===== config.mk =====
export PLATFORM = sky130hd
export DESIGN_NAME = port_three
export DESIGN_NICKNAME = d
export VERILOG_FILES = /design/src/rtl/port3_pkg.sv /design/src/rtl/sync2.sv /design/src/rtl/port_three.sv
export SDC_FILE = /design/constraint.sdc
export NUM_CORES = 1
export LEC_CHECK = 0
export CELL_PAD_IN_SITES_DETAIL_PLACEMENT = 0
export CELL_PAD_IN_SITES_GLOBAL_PLACEMENT = 1
export CORE_UTILIZATION = 45
export CTS_CLUSTER_DIAMETER = 60
export DETAILED_ROUTE_END_ITERATION = 16
export DONT_BUFFER_PORTS = 1
export GPL_TIMING_DRIVEN = 0
export HOLD_SLACK_MARGIN = 0.02
export PLACE_DENSITY = 0.74
export RECOVER_POWER = 25
export SLEW_MARGIN = 20
export SYNTH_ARGS = -nofsm -noshare
export SYNTH_HDL_FRONTEND = slang
export SYNTH_SLANG_ARGS = --single-unit

===== constraint.sdc =====
create_clock -name REF_CLK -period 2.4 [get_ports REF_CLK]
set_input_delay 0.48 -clock REF_CLK [delete_from_list [all_inputs] [get_ports REF_CLK]]
set_output_delay 0.48 -clock REF_CLK [all_outputs]
set_load 0.02 [all_outputs]

===== src/rtl/port3_pkg.sv =====
/*
 Shared types and constants for the third port and reset pin block.
 Assumes a single 40 MHz core clock and no software-visible registers.
*/
package port3_pkg;
	localparam int PORT_WIDTH = 8;
	localparam int RESET_HOLD_CYCLES = 16;
	localparam logic [7:0] LATCH_RESET = 8'hff;
	localparam int HOLD_CNT_W = 8;
	localparam logic [7:0] PINS_IDLE = 8'hff;
	localparam logic [7:0] PINS_OFF = 8'h00;
	localparam int BIT_RXD = 0;
	localparam int BIT_TXD = 1;
	localparam int BIT_EXTERNAL_INTERRUPT_ZERO = 2;
	localparam int BIT_EXTERNAL_INTERRUPT_ONE = 3;
	localparam int BIT_CNT0 = 4;
	localparam int BIT_CNT1 = 5;
	localparam int BIT_WRS = 6;
	localparam int BIT_RDS = 7;

	// Alternate function outputs, each active low on the pin
	typedef struct packed {
		logic rd_strobe_n;
		logic wr_strobe_n;
		logic txd;
	} alt_out_t;

	// Alternate function inputs, synchronized pin levels
	typedef struct packed {
		logic timer1_count_input;
		logic timer0_count_input;
		logic external_interrupt_one;
		logic external_interrupt_zero;
		logic rxd;
	} alt_in_t;
endpackage


===== src/rtl/sync2.sv =====
/*
 Two-flop synchronizer for a bus of pin levels.
 Assumes inputs are asynchronous to clk.
*/
`timescale 1ns/100ps
module sync2 #(
	parameter int W = 8,
	parameter logic [W-1:0] INIT = '0
) (
	// Clock and reset
	input wire logic clk,
	input wire logic rst_n,
	// Data
	input wire logic [W-1:0] d,
	output logic [W-1:0] q
);
	logic [W-1:0] meta_q;

	always_ff @(posedge clk or negedge rst_n) begin
		if (!rst_n) begin
			meta_q <= INIT;
			q <= INIT;
		end else begin
			meta_q <= d;
			q <= meta_q;
		end
	end
endmodule


===== src/rtl/port_three.sv =====
/*
 Quasi-bidirectional eight-bit third port with alternate functions,
 and the reset input pin filter.
 Assumes the core writes the latch over a simple strobe, and that the
 UART, timers, interrupt and memory logic sit outside this block.
*/
// Function
// [RULE1] Reset after sixteen consecutive high samples
// [RULE2] Latch one lets weak pull-up float pin
// [RULE3] Zero-to-one output gets one-cycle strong pull-up
// [RULE4] Bit zero carries UART receive input
// [RULE5] Bit one carries UART transmit output
// [RULE6] Bit two: interrupt zero, timer zero gate
// [RULE7] Bit three: interrupt one, timer one gate
// [RULE8] Bits four, five: timer count inputs
// [RULE9] Bit six drives external write strobe
// [RULE10] Bit seven drives external read strobe
// [RULE11] Pin low if latch or function low; the bit one transmit function only counts while UART_TX_ACTIVE is high
`timescale 1ns/100ps
module port_three #(
	parameter int HOLD = port3_pkg::RESET_HOLD_CYCLES
) (
	// Clock and reset
	input wire logic REF_CLK,
	input wire logic NRST,
	// Reset pin
	input wire logic RESET_PIN,
	output logic CORE_RESET,
	// Core side latch access
	input wire logic LATCH_WE,
	input wire logic [7:0] LATCH_WDATA,
	output logic [7:0] LATCH_Q,
	output logic [7:0] PIN_LEVEL,
	// Alternate functions
	input wire logic UART_TX_ACTIVE,
	input wire port3_pkg::alt_out_t ALT_OUT,
	output port3_pkg::alt_in_t ALT_IN,
	// Pins
	input wire logic [7:0] PORT_THREE_PINS_I,
	output logic [7:0] PORT_THREE_PINS_O,
	output logic [7:0] PORT_THREE_PINS_OE,
	output logic [7:0] PORT_THREE_STRONG_PU
);
	import port3_pkg::*;

	// ==========================================
	// Parameter checks
	// The hold counter has a fixed width, so HOLD must fit inside it
	if (HOLD < 1 || HOLD >= (1 << HOLD_CNT_W)) begin : g_hold_bad
		$error("HOLD out of range");
	end

	// ==========================================
	// Helpers
	// A pin goes low if either the latch or its function asks for low
	function automatic logic merge_low(input logic latch_bit, input logic func_bit);
		return latch_bit & func_bit;
	endfunction

	// Bits that were low last cycle and are high now
	function automatic logic [7:0] rising(input logic [7:0] now_v, input logic [7:0] was_v);
		return now_v & ~was_v;
	endfunction

	// ==========================================
	// Reset pin filter
	// Any low synchronized sample restarts the count, so short glitches never reset the core
	logic rst_sync;
	logic [HOLD_CNT_W-1:0] hold_cnt_q;
	logic [HOLD_CNT_W-1:0] hold_cnt_d;
	logic core_reset_q;
	logic core_reset_d;

	sync2 #(
		.W(1),
		.INIT(1'h0)
	) u_rst_sync (
		.clk(REF_CLK),
		.rst_n(NRST),
		.d(RESET_PIN),
		.q(rst_sync)
	);

	always_comb begin
		hold_cnt_d = hold_cnt_q;
		core_reset_d = 1'h0;
		if (!rst_sync) begin
			hold_cnt_d = '0;
		end else if (hold_cnt_q < HOLD_CNT_W'(HOLD)) begin
			hold_cnt_d = hold_cnt_q + HOLD_CNT_W'(1);
		end
		// Reset held while pin stays high after the count is reached
		if (rst_sync && hold_cnt_d >= HOLD_CNT_W'(HOLD)) begin
			core_reset_d = 1'h1; // RULE1
		end
	end

	always_ff @(posedge REF_CLK or negedge NRST) begin
		if (!NRST) begin
			hold_cnt_q <= '0;
			core_reset_q <= 1'h0;
		end else begin
			hold_cnt_q <= hold_cnt_d;
			core_reset_q <= core_reset_d;
		end
	end

	// ==========================================
	// Port latch
	// Core reset wins over a write, so writes made during reset are lost
	logic [7:0] latch_q;
	logic [7:0] latch_d;

	always_comb begin
		latch_d = latch_q;
		if (core_reset_q) begin
			latch_d = LATCH_RESET; // RULE1
		end else if (LATCH_WE) begin
			latch_d = LATCH_WDATA; // RULE2
		end
	end

	always_ff @(posedge REF_CLK or negedge NRST) begin
		if (!NRST) begin
			latch_q <= LATCH_RESET;
		end else begin
			latch_q <= latch_d;
		end
	end

	// ==========================================
	// Pin drive
	// Drive, strong pull-up and enable are all registered from next values,
	// so the pads see them change together with no combinational glitch
	logic [7:0] drive_q;
	logic [7:0] drive_d;
	logic [7:0] strong_q;
	logic [7:0] strong_d;
	logic [7:0] oe_q;
	logic [7:0] oe_d;

	always_comb begin
		// Functions idle high, so unused ones leave the latch in charge
		drive_d = latch_d; // RULE11
		if (UART_TX_ACTIVE) begin
			drive_d[BIT_TXD] = merge_low(latch_d[BIT_TXD], ALT_OUT.txd); // RULE5 RULE11
		end
		drive_d[BIT_WRS] = merge_low(latch_d[BIT_WRS], ALT_OUT.wr_strobe_n); // RULE9
		drive_d[BIT_RDS] = merge_low(latch_d[BIT_RDS], ALT_OUT.rd_strobe_n); // RULE10
		strong_d = rising(drive_d, drive_q); // RULE3
		// Weak pull-up is implied whenever the driver is off
		oe_d = ~drive_d | strong_d; // RULE2
	end

	always_ff @(posedge REF_CLK or negedge NRST) begin
		if (!NRST) begin
			drive_q <= LATCH_RESET;
			strong_q <= PINS_OFF;
			oe_q <= PINS_OFF;
		end else begin
			drive_q <= drive_d;
			strong_q <= strong_d;
			oe_q <= oe_d;
		end
	end

	// ==========================================
	// Pin sampling
	// Reads lag the pin by three clocks: two flops against metastability
	// and one register so that the output comes from a flop
	logic [7:0] pin_sync;
	logic [7:0] pin_level_q;
	logic [7:0] pin_level_d;

	sync2 #(
		.W(8),
		.INIT(PINS_IDLE)
	) u_pin_sync (
		.clk(REF_CLK),
		.rst_n(NRST),
		.d(PORT_THREE_PINS_I),
		.q(pin_sync)
	);

	always_comb begin
		pin_level_d = pin_sync; // RULE11
	end

	always_ff @(posedge REF_CLK or negedge NRST) begin
		if (!NRST) begin
			pin_level_q <= PINS_IDLE;
		end else begin
			pin_level_q <= pin_level_d;
		end
	end

	// ==========================================
	// Alternate inputs, taken from synchronized pin levels
	alt_in_t alt_in_q;
	alt_in_t alt_in_d;

	always_comb begin
		alt_in_d.rxd = pin_sync[BIT_RXD]; // RULE4
		alt_in_d.external_interrupt_zero = pin_sync[BIT_EXTERNAL_INTERRUPT_ZERO]; // RULE6
		alt_in_d.external_interrupt_one = pin_sync[BIT_EXTERNAL_INTERRUPT_ONE]; // RULE7
		alt_in_d.timer0_count_input = pin_sync[BIT_CNT0]; // RULE8
		alt_in_d.timer1_count_input = pin_sync[BIT_CNT1]; // RULE8
	end

	always_ff @(posedge REF_CLK or negedge NRST) begin
		if (!NRST) begin
			alt_in_q <= '1;
		end else begin
			alt_in_q <= alt_in_d;
		end
	end

	// ==========================================
	// Outputs
	assign PORT_THREE_PINS_O = drive_q;
	assign PORT_THREE_PINS_OE = oe_q;
	assign PORT_THREE_STRONG_PU = strong_q;
	assign LATCH_Q = latch_q;
	assign PIN_LEVEL = pin_level_q;
	assign ALT_IN = alt_in_q;
	assign CORE_RESET = core_reset_q;
endmodule


-- Word level (Yosys, flattened, before mapping)
Index checks and enable logic that the tools add are counted.
- logic and storage cells: 33
- output and inout bits: 46
- register bits after elaboration: 72
- bitwise logic cells: 7
- reduce and logical (&&, ||, !) cells: 1
- mux-type cells: 6
- order comparisons: 2
- add/sub/neg operators: 1
- operators by type and width (cell ; count):
    $mux 8 ; 4
    $not 8->8 ; 2
    $add 8x1->8 const B ; 1
    $and 8x8->8 ; 1
    $ge 8x5->1 const B ; 1
    $lt 8x5->1 const B ; 1
    $or 8x8->8 ; 1
    $and 1x1->1 ; 3
    $mux 1 ; 2
    $logic_and 1x1->1 ; 1

-- Depth between registers and ports, before layout
Gate-level depths: netlist of run 1.
- depth in word-level cells: 6
- gate-level depth with buffers: 4

-- Hierarchy
From an unflattened synthesis of run 1, not the netlist that was laid out.
- cells, all modules: 140
- area total of the unflattened synthesis: 2067.0 sq um
- by module, submodules not included (module ; cells an instance ; instances ; sequential area each (sq um) ; area each (sq um)):
    port_three ; 122 ; 1 ; 1124.8 ; 1596.5
    sync2 at u_pin_sync ; 16 ; 1 ; 420.4 ; 420.4
    sync2 at u_rst_sync ; 2 ; 1 ; 50.0 ; 50.0

-- Worst setup path before layout of run 1
No wires, ideal clock.
- path kind: register to output
- from: reg drive_q[0] (netlist: PORT_THREE_PINS_O[0])
- to: out PORT_THREE_PINS_O[0]
- data arrival time: 754 ps
- stages on the path, launching flop included: 2
- buffers on the path: 1
- setup slack: 1166 ps
- cells stage by stage: dfstp_2 buf_4
- RTL lines (item ; line ; source):
    from (decl) ; port_three.sv:135 ; logic [7:0] drive_q;
    from (signal assigned) ; port_three.sv:161 ; drive_q <= drive_d;
    to (decl) ; port_three.sv:40 ; output logic [7:0] PORT_THREE_PINS_O,
No word-level cell between the ends.

-- Worst setup path in the final report of run 1
- from: reg drive_q[4] (netlist: PORT_THREE_PINS_O[4])
- to: out PORT_THREE_PINS_O[4]
No word-level cell between the ends.

==> results of run 1 <==
[report_power, final]
group	switching [mW]	internal (mW)	total (mW)	leakage [nW]
sequential	0.0847	1.13	1.22	0.696
combinational	0.0653	0.0436	0.109	0.253
clock	0.344	0.401	0.745	0.0844
[cell families after synthesis]
group                    synth area share [%]
AO/OA/AOI/OAI                            4.48
flip-flops                               77.2
AND/OR/NAND/NOR                          10.5
XOR/XNOR                                0.424
adder cells (fa/ha/maj)                 0.605
multiplexers                             1.45
buffers and inverters                    5.33
[timing repair]
action / CTS / global route
gates resized for setup: 0 / 0
hold endpoints to repair: 62 / 0
hold buffers: 2 / 0
buffers inserted: 0 / 0
[metal layers]
| metal | share of wire, % | up-vias | GRT usage [%] |
|---|---|---|---|
| met2 | 52 | 41 | 24.0 |
| met3 | 7.0 | 8 | 7.70 |
| met4 | 2.1 | 0 | 8.67 |
| li1 | - | 468 | - |
| met1 | 39 | 500 | 17.2 |
| met5 | 0 | - | 0 |
[stage by stage]
step / hold WS [ns] / setup slack (ns) / total power [mW]
finish: 0.148 / 0.797 / 2.07
global route: 0.117 / 0.745 / 2.17
CTS: 0.130 / 0.774 / 2.11
detailed placement: 0.187 / 1.03 / 1.32
global placement: 0.186 / 1.05 / 1.31
floorplan: 0.184 / 1.17 / 1.30
[state kept, by name (all words and copies together), names as in the netlist]
name	flops
CORE_RESET	1
LATCH_Q	3
PIN_LEVEL	8
PORT_THREE_PINS_O	8
PORT_THREE_PINS_OE	8
PORT_THREE_STRONG_PU	8
hold_cnt_q	8
u_pin_sync.meta_q	8
u_pin_sync.q	8
u_rst_sync.meta_q	1
u_rst_sync.q	1
[cells in the mapped netlist, types with 2 or more instances]
cell type / instances
a21oi_1: 5
and2_1: 7
buf_4: 10
clkbuf_1: 2
dfrtp_1: 27
dfstp_2: 35
inv_1: 6
mux2i_1: 3
nand2_1: 11
nand2b_1: 2
nor2_1: 5
nor2b_1: 7
o21ai_0: 5
o31a_1: 2
or3_1: 3
[cells in the final DEF (no fill, tap or decap), types with 2 or more instances in the layout]
cell type and instances:
o31a_1 2, dfstp_2 34, o21ai_0 5, buf_4 10, mux2i_1 3, nand2b_1 2, dfrtp_1 27, and2_1 4
clkbuf_1 6, clkbuf_8 10, and2_0 3, inv_1 6, or3_1 3, nand2_1 11, a21oi_1 5, nor2_1 5
nor2b_1 7, clkinv_2 2
[path summary, 6_finish.rpt]
path / startpoint / to
min in group asynchronous: NRST / PORT_THREE_STRONG_PU[6]$_DFF_PN0_
min: PORT_THREE_PINS_I[0] / u_pin_sync.meta_q[0]$_DFF_PN1_
min reg2reg: u_rst_sync.meta_q$_DFF_PN0_ / u_rst_sync.q$_DFF_PN0_
max: PORT_THREE_PINS_O[4]$_DFF_PN1_ / PORT_THREE_PINS_O[4]
max in group asynchronous: NRST / PORT_THREE_PINS_O[5]$_DFF_PN1_
max reg2reg: CORE_RESET$_DFF_PN0_ / PORT_THREE_STRONG_PU[7]$_DFF_PN0_
[cell type report]
class | count | area [um2] | area share, %
flip-flops and latches | 62 | 1600 | 68.4
multi-input cells | 59 | 362 | 15.5
clock buffers | 14 | 153 | 6.55
plain buffers | 13 | 87.6 | 3.76
well taps | 52 | 65.1 | 2.79
repair buffers | 2 | 37.5 | 1.61
inverters | 6 | 22.5 | 0.966
clock inverters | 2 | 10.0 | 0.429
==> results.sh, run 1 <==
export IMPL_fin_cells=210
export IMPL_finalClockSkew_ns=0.00981
export IMPL_coreArea_um2=4380
export IMPL_grt_pass1_vias=1065
export IMPL_dieArea_um2=4870
export IMPL_synth_edf_count=0
export IMPL_tightest_slew_ns=0.445
export IMPL_cts_htree_levels=3
export IMPL_path_cells="buf_4"
export IMPL_row_count=24
export IMPL_place_port_buffers=0
export IMPL_report_final_slew_viol_count=0
export IMPL_power_density_nw_per_um2=889
export IMPL_syn_area_per_cell_um2=14.8
export IMPL_insertedDiodeCount=0
export IMPL_place_inst=192
export IMPL_initial_core_util_pct=47.1
export IMPL_grt_pass1_wl_mm=5.43
export IMPL_grt_max_degree=63
export IMPL_power_leakage_nw=1.03
export IMPL_root_buffer="clkbuf_8"
export IMPL_ys_warn_count=0
export IMPL_critPathRequiredTime_ns=1.92
export IMPL_cp_depth=1
export IMPL_drc=0
export IMPL_avgRoutedWirePerCell_um=15.2
export IMPL_cp_max_fo=5
export IMPL_place_gp_congestion=0.679
export IMPL_worstSkewPairLatency_ns=0.32
export IMPL_fin_area_um2=2330
export IMPL_fin_crit_ns=1.60
export IMPL_maxCapViolations=0
export IMPL_place_area_um2=2130
export IMPL_fmax_mhz=624
export IMPL_fin_tns_setup_ns=0
export IMPL_antenna_left=0
export IMPL_nFillCells=373
export IMPL_cp_slowest_cell="dfstp_2"
export IMPL_async_flop_share_pct=100
export IMPL_r2r_cells=3
export IMPL_ys_flop_type="dfstp_2"
export IMPL_via_count=1017
export IMPL_wl_mm=3.20
export IMPL_end_kind="output port"
export IMPL_die_h_um=69.8
export IMPL_hold_viol=0
export IMPL_cts_tree="built"
export IMPL_nNetsFinal=178
export IMPL_cp_top_family="flip-flops"
export IMPL_synth_top_area_share_pct=44.5
export IMPL_setup_violations_final=0
export IMPL_gr_total_overflow=0
export IMPL_yosysTopAreaCell="dfstp_2"
export IMPL_io_pins=70
export IMPL_cts_sinks=62
export IMPL_antenna_found_initial=0
export IMPL_status="completed"
export IMPL_path_buf_inv=1
export IMPL_synth_area_top_cells="dfstp_2 (44%), dfrtp_1 (33%), buf_4 (3.6%)"
export IMPL_ir_drop_uv=442
export IMPL_relSlewSlack_pct=70.3
export IMPL_layout_drive_gt1_share_pct=37.3
export IMPL_cp_data_arrival_time_ns=1.12
export IMPL_cts_buffer_depth=2
export IMPL_synthCells=140
export IMPL_rsz0062_at_grt="no"
export IMPL_clk_pin_slew_worst_paths_ns=0.06
export IMPL_syn_nets=165
export IMPL_r2r_slack_ns=1.03
export IMPL_crit_path_max_incr_delay_ns=0.63
export IMPL_area_growth_pct=12.8
export IMPL_synth_yosys_seq_area_share_pct=77.2
export IMPL_syn_cell_area_um2=2070
export IMPL_cts_made_buffers=9
export IMPL_via_per_inst=4.84
export IMPL_ys_ff_latch=62
export IMPL_worstSetupPathType="reg -> out"
export IMPL_grt_util_all_layers_pct=15.5
export IMPL_final_core_util_pct=53.2
export IMPL_holdPathStages=0
export IMPL_cp_start_kind="register"
export IMPL_min_path_type="in -> reg"
export IMPL_yosysUniqueCellTypes=25
export IMPL_dp_hpwl_mm=2.17
export IMPL_first_pass_iters=4
export IMPL_fp_dieW_um=69.8
export IMPL_fin_crit_sh_pct=66.8
export IMPL_drt_iter0_markers=62
No activity file was read; power rests on OpenSTA's default activity.
==> inputs of run 2 (changes only) <==
- ABC_AREA: unset -> 1
- PLACE_DENSITY: 0.74 -> 0.75
- clock period: 2.4 -> 1.5 ns (I/O delays scaled with it)
==> run 2 against run 1 <==
Net effect: the run now ends with hold timing left; first-iteration DRC count is 40% lower; non-clock buffer count rose by 6; total power rose by 78%; sequential share of layout area shrank 4.1 points; worst hold slack worse by 0.49 ns; register-to-register slack lost 0.78 ns; critical path depth did not move; combinational power grew 47%; utilization increased by 3.0 points; routed wire length grew 6.1%; global-route usage is 0.24 points lower; flip-flop and latch count unchanged; critical path type unchanged; largest cell class unchanged; largest power group unchanged.
==> results.sh, run 2 <==
export IMPL_syn_area_per_cell_um2=12.8
export IMPL_cts_htree_levels=3
export IMPL_status="finished with violations"
export IMPL_violations="hold timing"
export IMPL_syn_cell_area_um2=2100
export IMPL_r2r_start="hold_cnt_q[0]$_DFF_PN0_"
export IMPL_insertedDiodeCount=0
export IMPL_dieArea_um2=4940
export IMPL_fp_dieW_um=70.3
export IMPL_synth_edf_count=0
export IMPL_synth_area_top_cells="dfstp_2 (44%), dfrtp_1 (32%), nand2_1 (5.7%)"
export IMPL_path_buf_inv=1
export IMPL_root_buffer="clkbuf_8"
export IMPL_grt_max_degree=63
export IMPL_cts_buffer_depth=2
export IMPL_layout_drive_gt1_share_pct=41.3
export IMPL_synth_yosys_seq_area_share_pct=76.1
export IMPL_tightest_slew_ns=0.264
export IMPL_drt_iter0_markers=37
export IMPL_die_h_um=70.3
export IMPL_fin_cells=241
export IMPL_worstSkewPairLatency_ns=0.33
export IMPL_ys_flop_type="dfstp_2"
export IMPL_cp_data_arrival_time_ns=1.13
export IMPL_holdWs_ns=-0.345
export IMPL_fin_tns_setup_ns=0
export IMPL_ys_top_cells_by_count="dfstp_2 (35), nand2_1 (32), dfrtp_1 (27)"
export IMPL_startpoint="PORT_THREE_PINS_O[4]$_DFF_PN1_"
export IMPL_yosysTopAreaCell="dfstp_2"
export IMPL_final_common_cell="dfstp_2"
export IMPL_finalClockSkew_ns=0.00624
export IMPL_antenna_found_initial=0
export IMPL_r2r_cells=6
export IMPL_hold_buffers=9
export IMPL_fin_crit_ns=1.43
export IMPL_cts_sinks=62
export IMPL_ir_drop_uv=520
export IMPL_drc=0
export IMPL_area_growth_pct=18.4
export IMPL_async_flop_share_pct=100
export IMPL_antenna_left=0
export IMPL_gr_total_overflow=0
export IMPL_via_count=1174
export IMPL_fmax_mhz=698
export IMPL_cp_start_kind="register"
export IMPL_worstSetupPathType="reg -> out"
export IMPL_grt_pass1_vias=1160
export IMPL_place_port_buffers=0
export IMPL_avgRoutedWirePerCell_um=14.1
export IMPL_maxCapViolations=0
export IMPL_relSlewSlack_pct=82.4
export IMPL_coreArea_um2=4410
export IMPL_setup_violations_final=0
export IMPL_hold_viol=62
export IMPL_cts_tree="built"
export IMPL_wl_mm=3.40
export IMPL_synth_most_common_cell="dfstp_2"
export IMPL_most_common_layout_cells="dfstp_2 (35), nand2_1 (32), dfrtp_1 (27)"
export IMPL_cp_top_family="flip-flops"
export IMPL_cp_max_fo=5
export IMPL_row_count=24
export IMPL_cp_slowest_cell="dfstp_2"
export IMPL_syn_nets=189
export IMPL_io_pins=70
export IMPL_first_pass_iters=3
export IMPL_end_kind="output port"
export IMPL_yosysUniqueCellTypes=22
export IMPL_nNetsFinal=209
export IMPL_power_leakage_nw=1.16
export IMPL_grt_pass1_wl_mm=5.55
export IMPL_clk_pin_slew_worst_paths_ns=0.07
export IMPL_via_per_inst=4.87
export IMPL_min_path_type="in -> async"
export IMPL_cts_made_buffers=9
export IMPL_ys_ff_latch=62
export IMPL_r2r_end="hold_cnt_q[2]$_DFF_PN0_"
export IMPL_synthCells=164
export IMPL_ys_warn_count=0
export IMPL_report_final_slew_viol_count=0
export IMPL_rsz0062_at_grt="no"
export IMPL_crit_path_max_incr_delay_ns=0.63
export IMPL_initial_core_util_pct=47.5
export IMPL_synth_top_area_share_pct=43.9
export IMPL_power_density_nw_per_um2=1480
export IMPL_r2r_slack_ns=0.25
export IMPL_path_cells="buf_4"
export IMPL_fin_crit_sh_pct=95.6
export IMPL_place_inst=216
export IMPL_place_gp_congestion=0.771
export IMPL_grt_util_all_layers_pct=15.2
export IMPL_dp_hpwl_mm=2.24
export IMPL_critPathRequiredTime_ns=1.20
run 2: cell types whose count changed in the layout (fill, tap and decap cells not counted), moves of 5 or more:
cell           before  now
nand3_1             1    8
nor2_1              5   12
o21ai_0             5    0
clkbuf_1            6    0
nand2_1            11   32
dlygate4sd3_1       1    9
inv_2               0    7
nor2b_1             7    0
run 2: layout make-up:
type | instances | area, um2
fillers | 365 | 1930
flip-flops and latches | 62 | 1600
multi-input cells | 73 | 347
clock buffers | 12 | 199
plain buffers | 12 | 91.3
repair buffers | 9 | 90.1
well taps | 52 | 65.1
inverters | 17 | 63.8
clock inverters | 4 | 31.3
run 2: how the worst max path moves through the flow:
stage,end,cells after the start
6_report,PORT_THREE_PINS_O[4],1
2_1_floorplan,hold_cnt_q[2]$_DFF_PN0_,6
4_1_cts,PORT_THREE_PINS_O[5],1
3_3_place_gp,PORT_THREE_PINS_OE[1]$_DFF_PN0_,7
5_1_grt,PORT_THREE_PINS_O[4],1
3_5_place_dp,hold_cnt_q[2]$_DFF_PN0_,6
run 2: cell families after synthesis:
group,Yosys count,synth area share (%)
flops,62,76.1
simple gates,61,12.8
buf+inv,29,7.40
compound gates,10,2.74
xor+xnor,1,0.418
fa+ha+maj,1,0.597
run 2: metrics by stage:
stage,setup slack [ns],util (%),total power [mW],area (um2)
5_1_grt,0.0234,56.2,3.81,2480
3_5_place_dp,0.238,49.0,2.13,2160
6_report,0.0665,56.2,3.68,2480
4_1_cts,0.0518,56.2,3.72,2480
2_1_floorplan,0.415,-,2.09,2100
3_3_place_gp,0.371,49.0,2.12,2160
run 2: power breakdown:
part / switching [mW] / internal (mW) / total, mW
registers: 0.141 / 1.81 / 1.96
logic: 0.0882 / 0.0719 / 0.160
clock network: 0.655 / 0.910 / 1.57
run 2: repair_timing:
action / CTS / global route
hold endpoints to repair: 71 / 62
buffers inserted: 0 / 0
gates resized for setup: 0 / 0
run 2: per-layer routing:
metal	global-route usage, %	share of wire (%)	wire length, um
met1	16.9	41	1400
met2	23.9	51	1740
met3	7.22	5.4	183
met4	8.44	2.2	76
met5	0	0	0
==> inputs of run 3 (changes only) <==
- SETUP_SLACK_MARGIN: unset -> 0.15
==> run 3 against run 2 <==
Net effect: the run still ends with hold timing left; cell count unchanged; via count barely moved; combinational power is 7% higher; non-clock buffer count unchanged; clock skew hardly changed; die area is the same; design area rose by 1.5%; total power up 0.34%; critical endpoint is now PORT_THREE_PINS_O[5].
==> results.sh, run 3 (same netlist as run 2, synthesis figures left out) <==
export IMPL_fp_dieW_um=70.3
export IMPL_dp_hpwl_mm=2.24
export IMPL_hold_viol=62
export IMPL_fmax_mhz=708
export IMPL_path_buf_inv=1
export IMPL_via_count=1175
export IMPL_die_h_um=70.3
export IMPL_holdWs_ns=-0.340
export IMPL_most_common_layout_cells="dfstp_2 (35), nand2_1 (32), dfrtp_1 (27)"
export IMPL_power_leakage_nw=1.17
export IMPL_fin_crit_ns=1.41
export IMPL_ir_drop_uv=520
export IMPL_grt_max_degree=63
export IMPL_drc=0
export IMPL_p_clk_share_pct=42.3
export IMPL_grt_pass1_wl_mm=5.56
export IMPL_cts_tree="built"
export IMPL_place_area_um2=2160
export IMPL_clk_pin_slew_worst_paths_ns=0.07
export IMPL_wl_mm=3.42
export IMPL_worstSetupPathType="reg -> out"
export IMPL_cp_top_family="flip-flops"
export IMPL_grt_util_all_layers_pct=15.2
export IMPL_min_path_type="in -> async"
export IMPL_rsz0062_at_grt="yes"
export IMPL_coreArea_um2=4410
export IMPL_nNetsFinal=209
export IMPL_crit_path_max_incr_delay_ns=0.64
export IMPL_antenna_left=0
export IMPL_cts_buffer_depth=2
export IMPL_hold_buffers=9
export IMPL_gr_total_overflow=0
export IMPL_fin_tns_setup_ns=0
export IMPL_setup_violations_final=0
export IMPL_pwr_share_comb_pct=4.6
export IMPL_cts_sinks=62
export IMPL_violations="hold timing"
export IMPL_area_growth_pct=20.2
export IMPL_p_int_mw=2.81
export IMPL_relSlewSlack_pct=82.4
export IMPL_cts_htree_levels=3
export IMPL_status="finished with violations"
export IMPL_grt_pass1_vias=1160
export IMPL_critPathRequiredTime_ns=1.20
export IMPL_insertedDiodeCount=0
export IMPL_p_sw_mw=0.885
export IMPL_dieArea_um2=4940
export IMPL_via_per_inst=4.88
export IMPL_antenna_found_initial=0
export IMPL_avgRoutedWirePerCell_um=14.2
export IMPL_finalClockSkew_ns=0.00620
export IMPL_postCtsSetupBuffers=0
export IMPL_power_frac_seq_pct=53.1
export IMPL_report_final_slew_viol_count=0
export IMPL_nFillCells=357
export IMPL_cts_made_buffers=9
export IMPL_path_cells="buf_6"
export IMPL_end_kind="output port"
export IMPL_io_pins=70
export IMPL_maxCapViolations=0
export IMPL_place_port_buffers=0
export IMPL_cp_slowest_cell="dfstp_2"
export IMPL_row_count=24
export IMPL_first_pass_iters=4
export IMPL_root_buffer="clkbuf_8"
export IMPL_tightest_slew_ns=0.263
export IMPL_initial_core_util_pct=47.5
export IMPL_cp_start_kind="register"
export IMPL_drt_iter0_markers=31
export IMPL_fin_area_um2=2520
export IMPL_fin_crit_sh_pct=94.2
export IMPL_cp_data_arrival_time_ns=1.11
export IMPL_place_gp_congestion=0.771
export IMPL_power_density_nw_per_um2=1470
export IMPL_cp_max_fo=5
export IMPL_worstSkewPairLatency_ns=0.33
export IMPL_p_sw_share_pct=24.0
export IMPL_layout_drive_gt1_share_pct=41.3
export IMPL_final_common_cell="dfstp_2"
==> run 3: area by class of cell <==
class                   instances  area (um2)  area share [%]
flip-flops and latches         62        1600            63.3
multi-input cells              73         347            13.8
inverters                      17        63.8            2.53
clock inverters                 4        31.3            1.24
well taps                      52        65.1            2.58
repair buffers                  9        90.1            3.57
clock buffers                  12         199            7.89
plain buffers                  12         129            5.11
==> run 3: through the flow <==
stage / util, % / setup slack, ns / instances / hold slack, ns / total power [mW]
6_report: 57.1 / 0.0876 / 241 / -0.340 / 3.69
5_1_grt: 57.1 / 0.0433 / 241 / -0.366 / 3.83
4_1_cts: 57.1 / 0.0708 / 241 / -0.357 / 3.73
3_5_place_dp: 49.0 / 0.238 / 216 / 0.00551 / 2.13
3_3_place_gp: 49.0 / 0.371 / 216 / 0.00549 / 2.12
2_1_floorplan: - / 0.415 / 164 / 0.00441 / 2.09
==> run 3: power groups by stage <==
stage	Clock [mW]	Combinational (mW)	Sequential (mW)
floorplan	0	0.125	1.97
global placement	0	0.137	1.98
detailed placement	0	0.141	1.99
CTS	1.60	0.173	1.96
global route	1.67	0.187	1.97
finish	1.56	0.172	1.96
==> run 3: layer usage <==
metal	wire length, um	share of wire, %	global-route usage, %
met5	0	0	0
met4	44	1.3	8.44
met3	183	5.4	7.22
met2	1770	52	23.9
met1	1420	42	17.0
==> run 3: worst paths after layout <==
kind	to	cells after the start	slack (ns)	start
worst max-delay path	PORT_THREE_PINS_O[5]	1	0.09	PORT_THREE_PINS_O[5]$_DFF_PN1_
worst min-delay path	PORT_THREE_PINS_OE[4]$_DFF_PN0_	0	-0.34	NRST
worst max register to register	hold_cnt_q[2]$_DFF_PN0_	6	0.25	hold_cnt_q[0]$_DFF_PN0_
worst min register to register	u_rst_sync.q$_DFF_PN0_	0	0.35	u_rst_sync.meta_q$_DFF_PN0_
max in group asynchronous	u_pin_sync.meta_q[4]$_DFF_PN1_	0	1.63	NRST
min in group REF_CLK	PORT_THREE_PINS_O[7]$_DFF_PN1_	2	0.10	ALT_OUT[2]
==> run 3: repair_timing <==
| item | in CTS | in global routing |
|---|---|---|
| gates resized for setup | 10 | 0 |
| setup endpoints to repair | 10 | 10 |
| hold endpoints to repair | 71 | 62 |
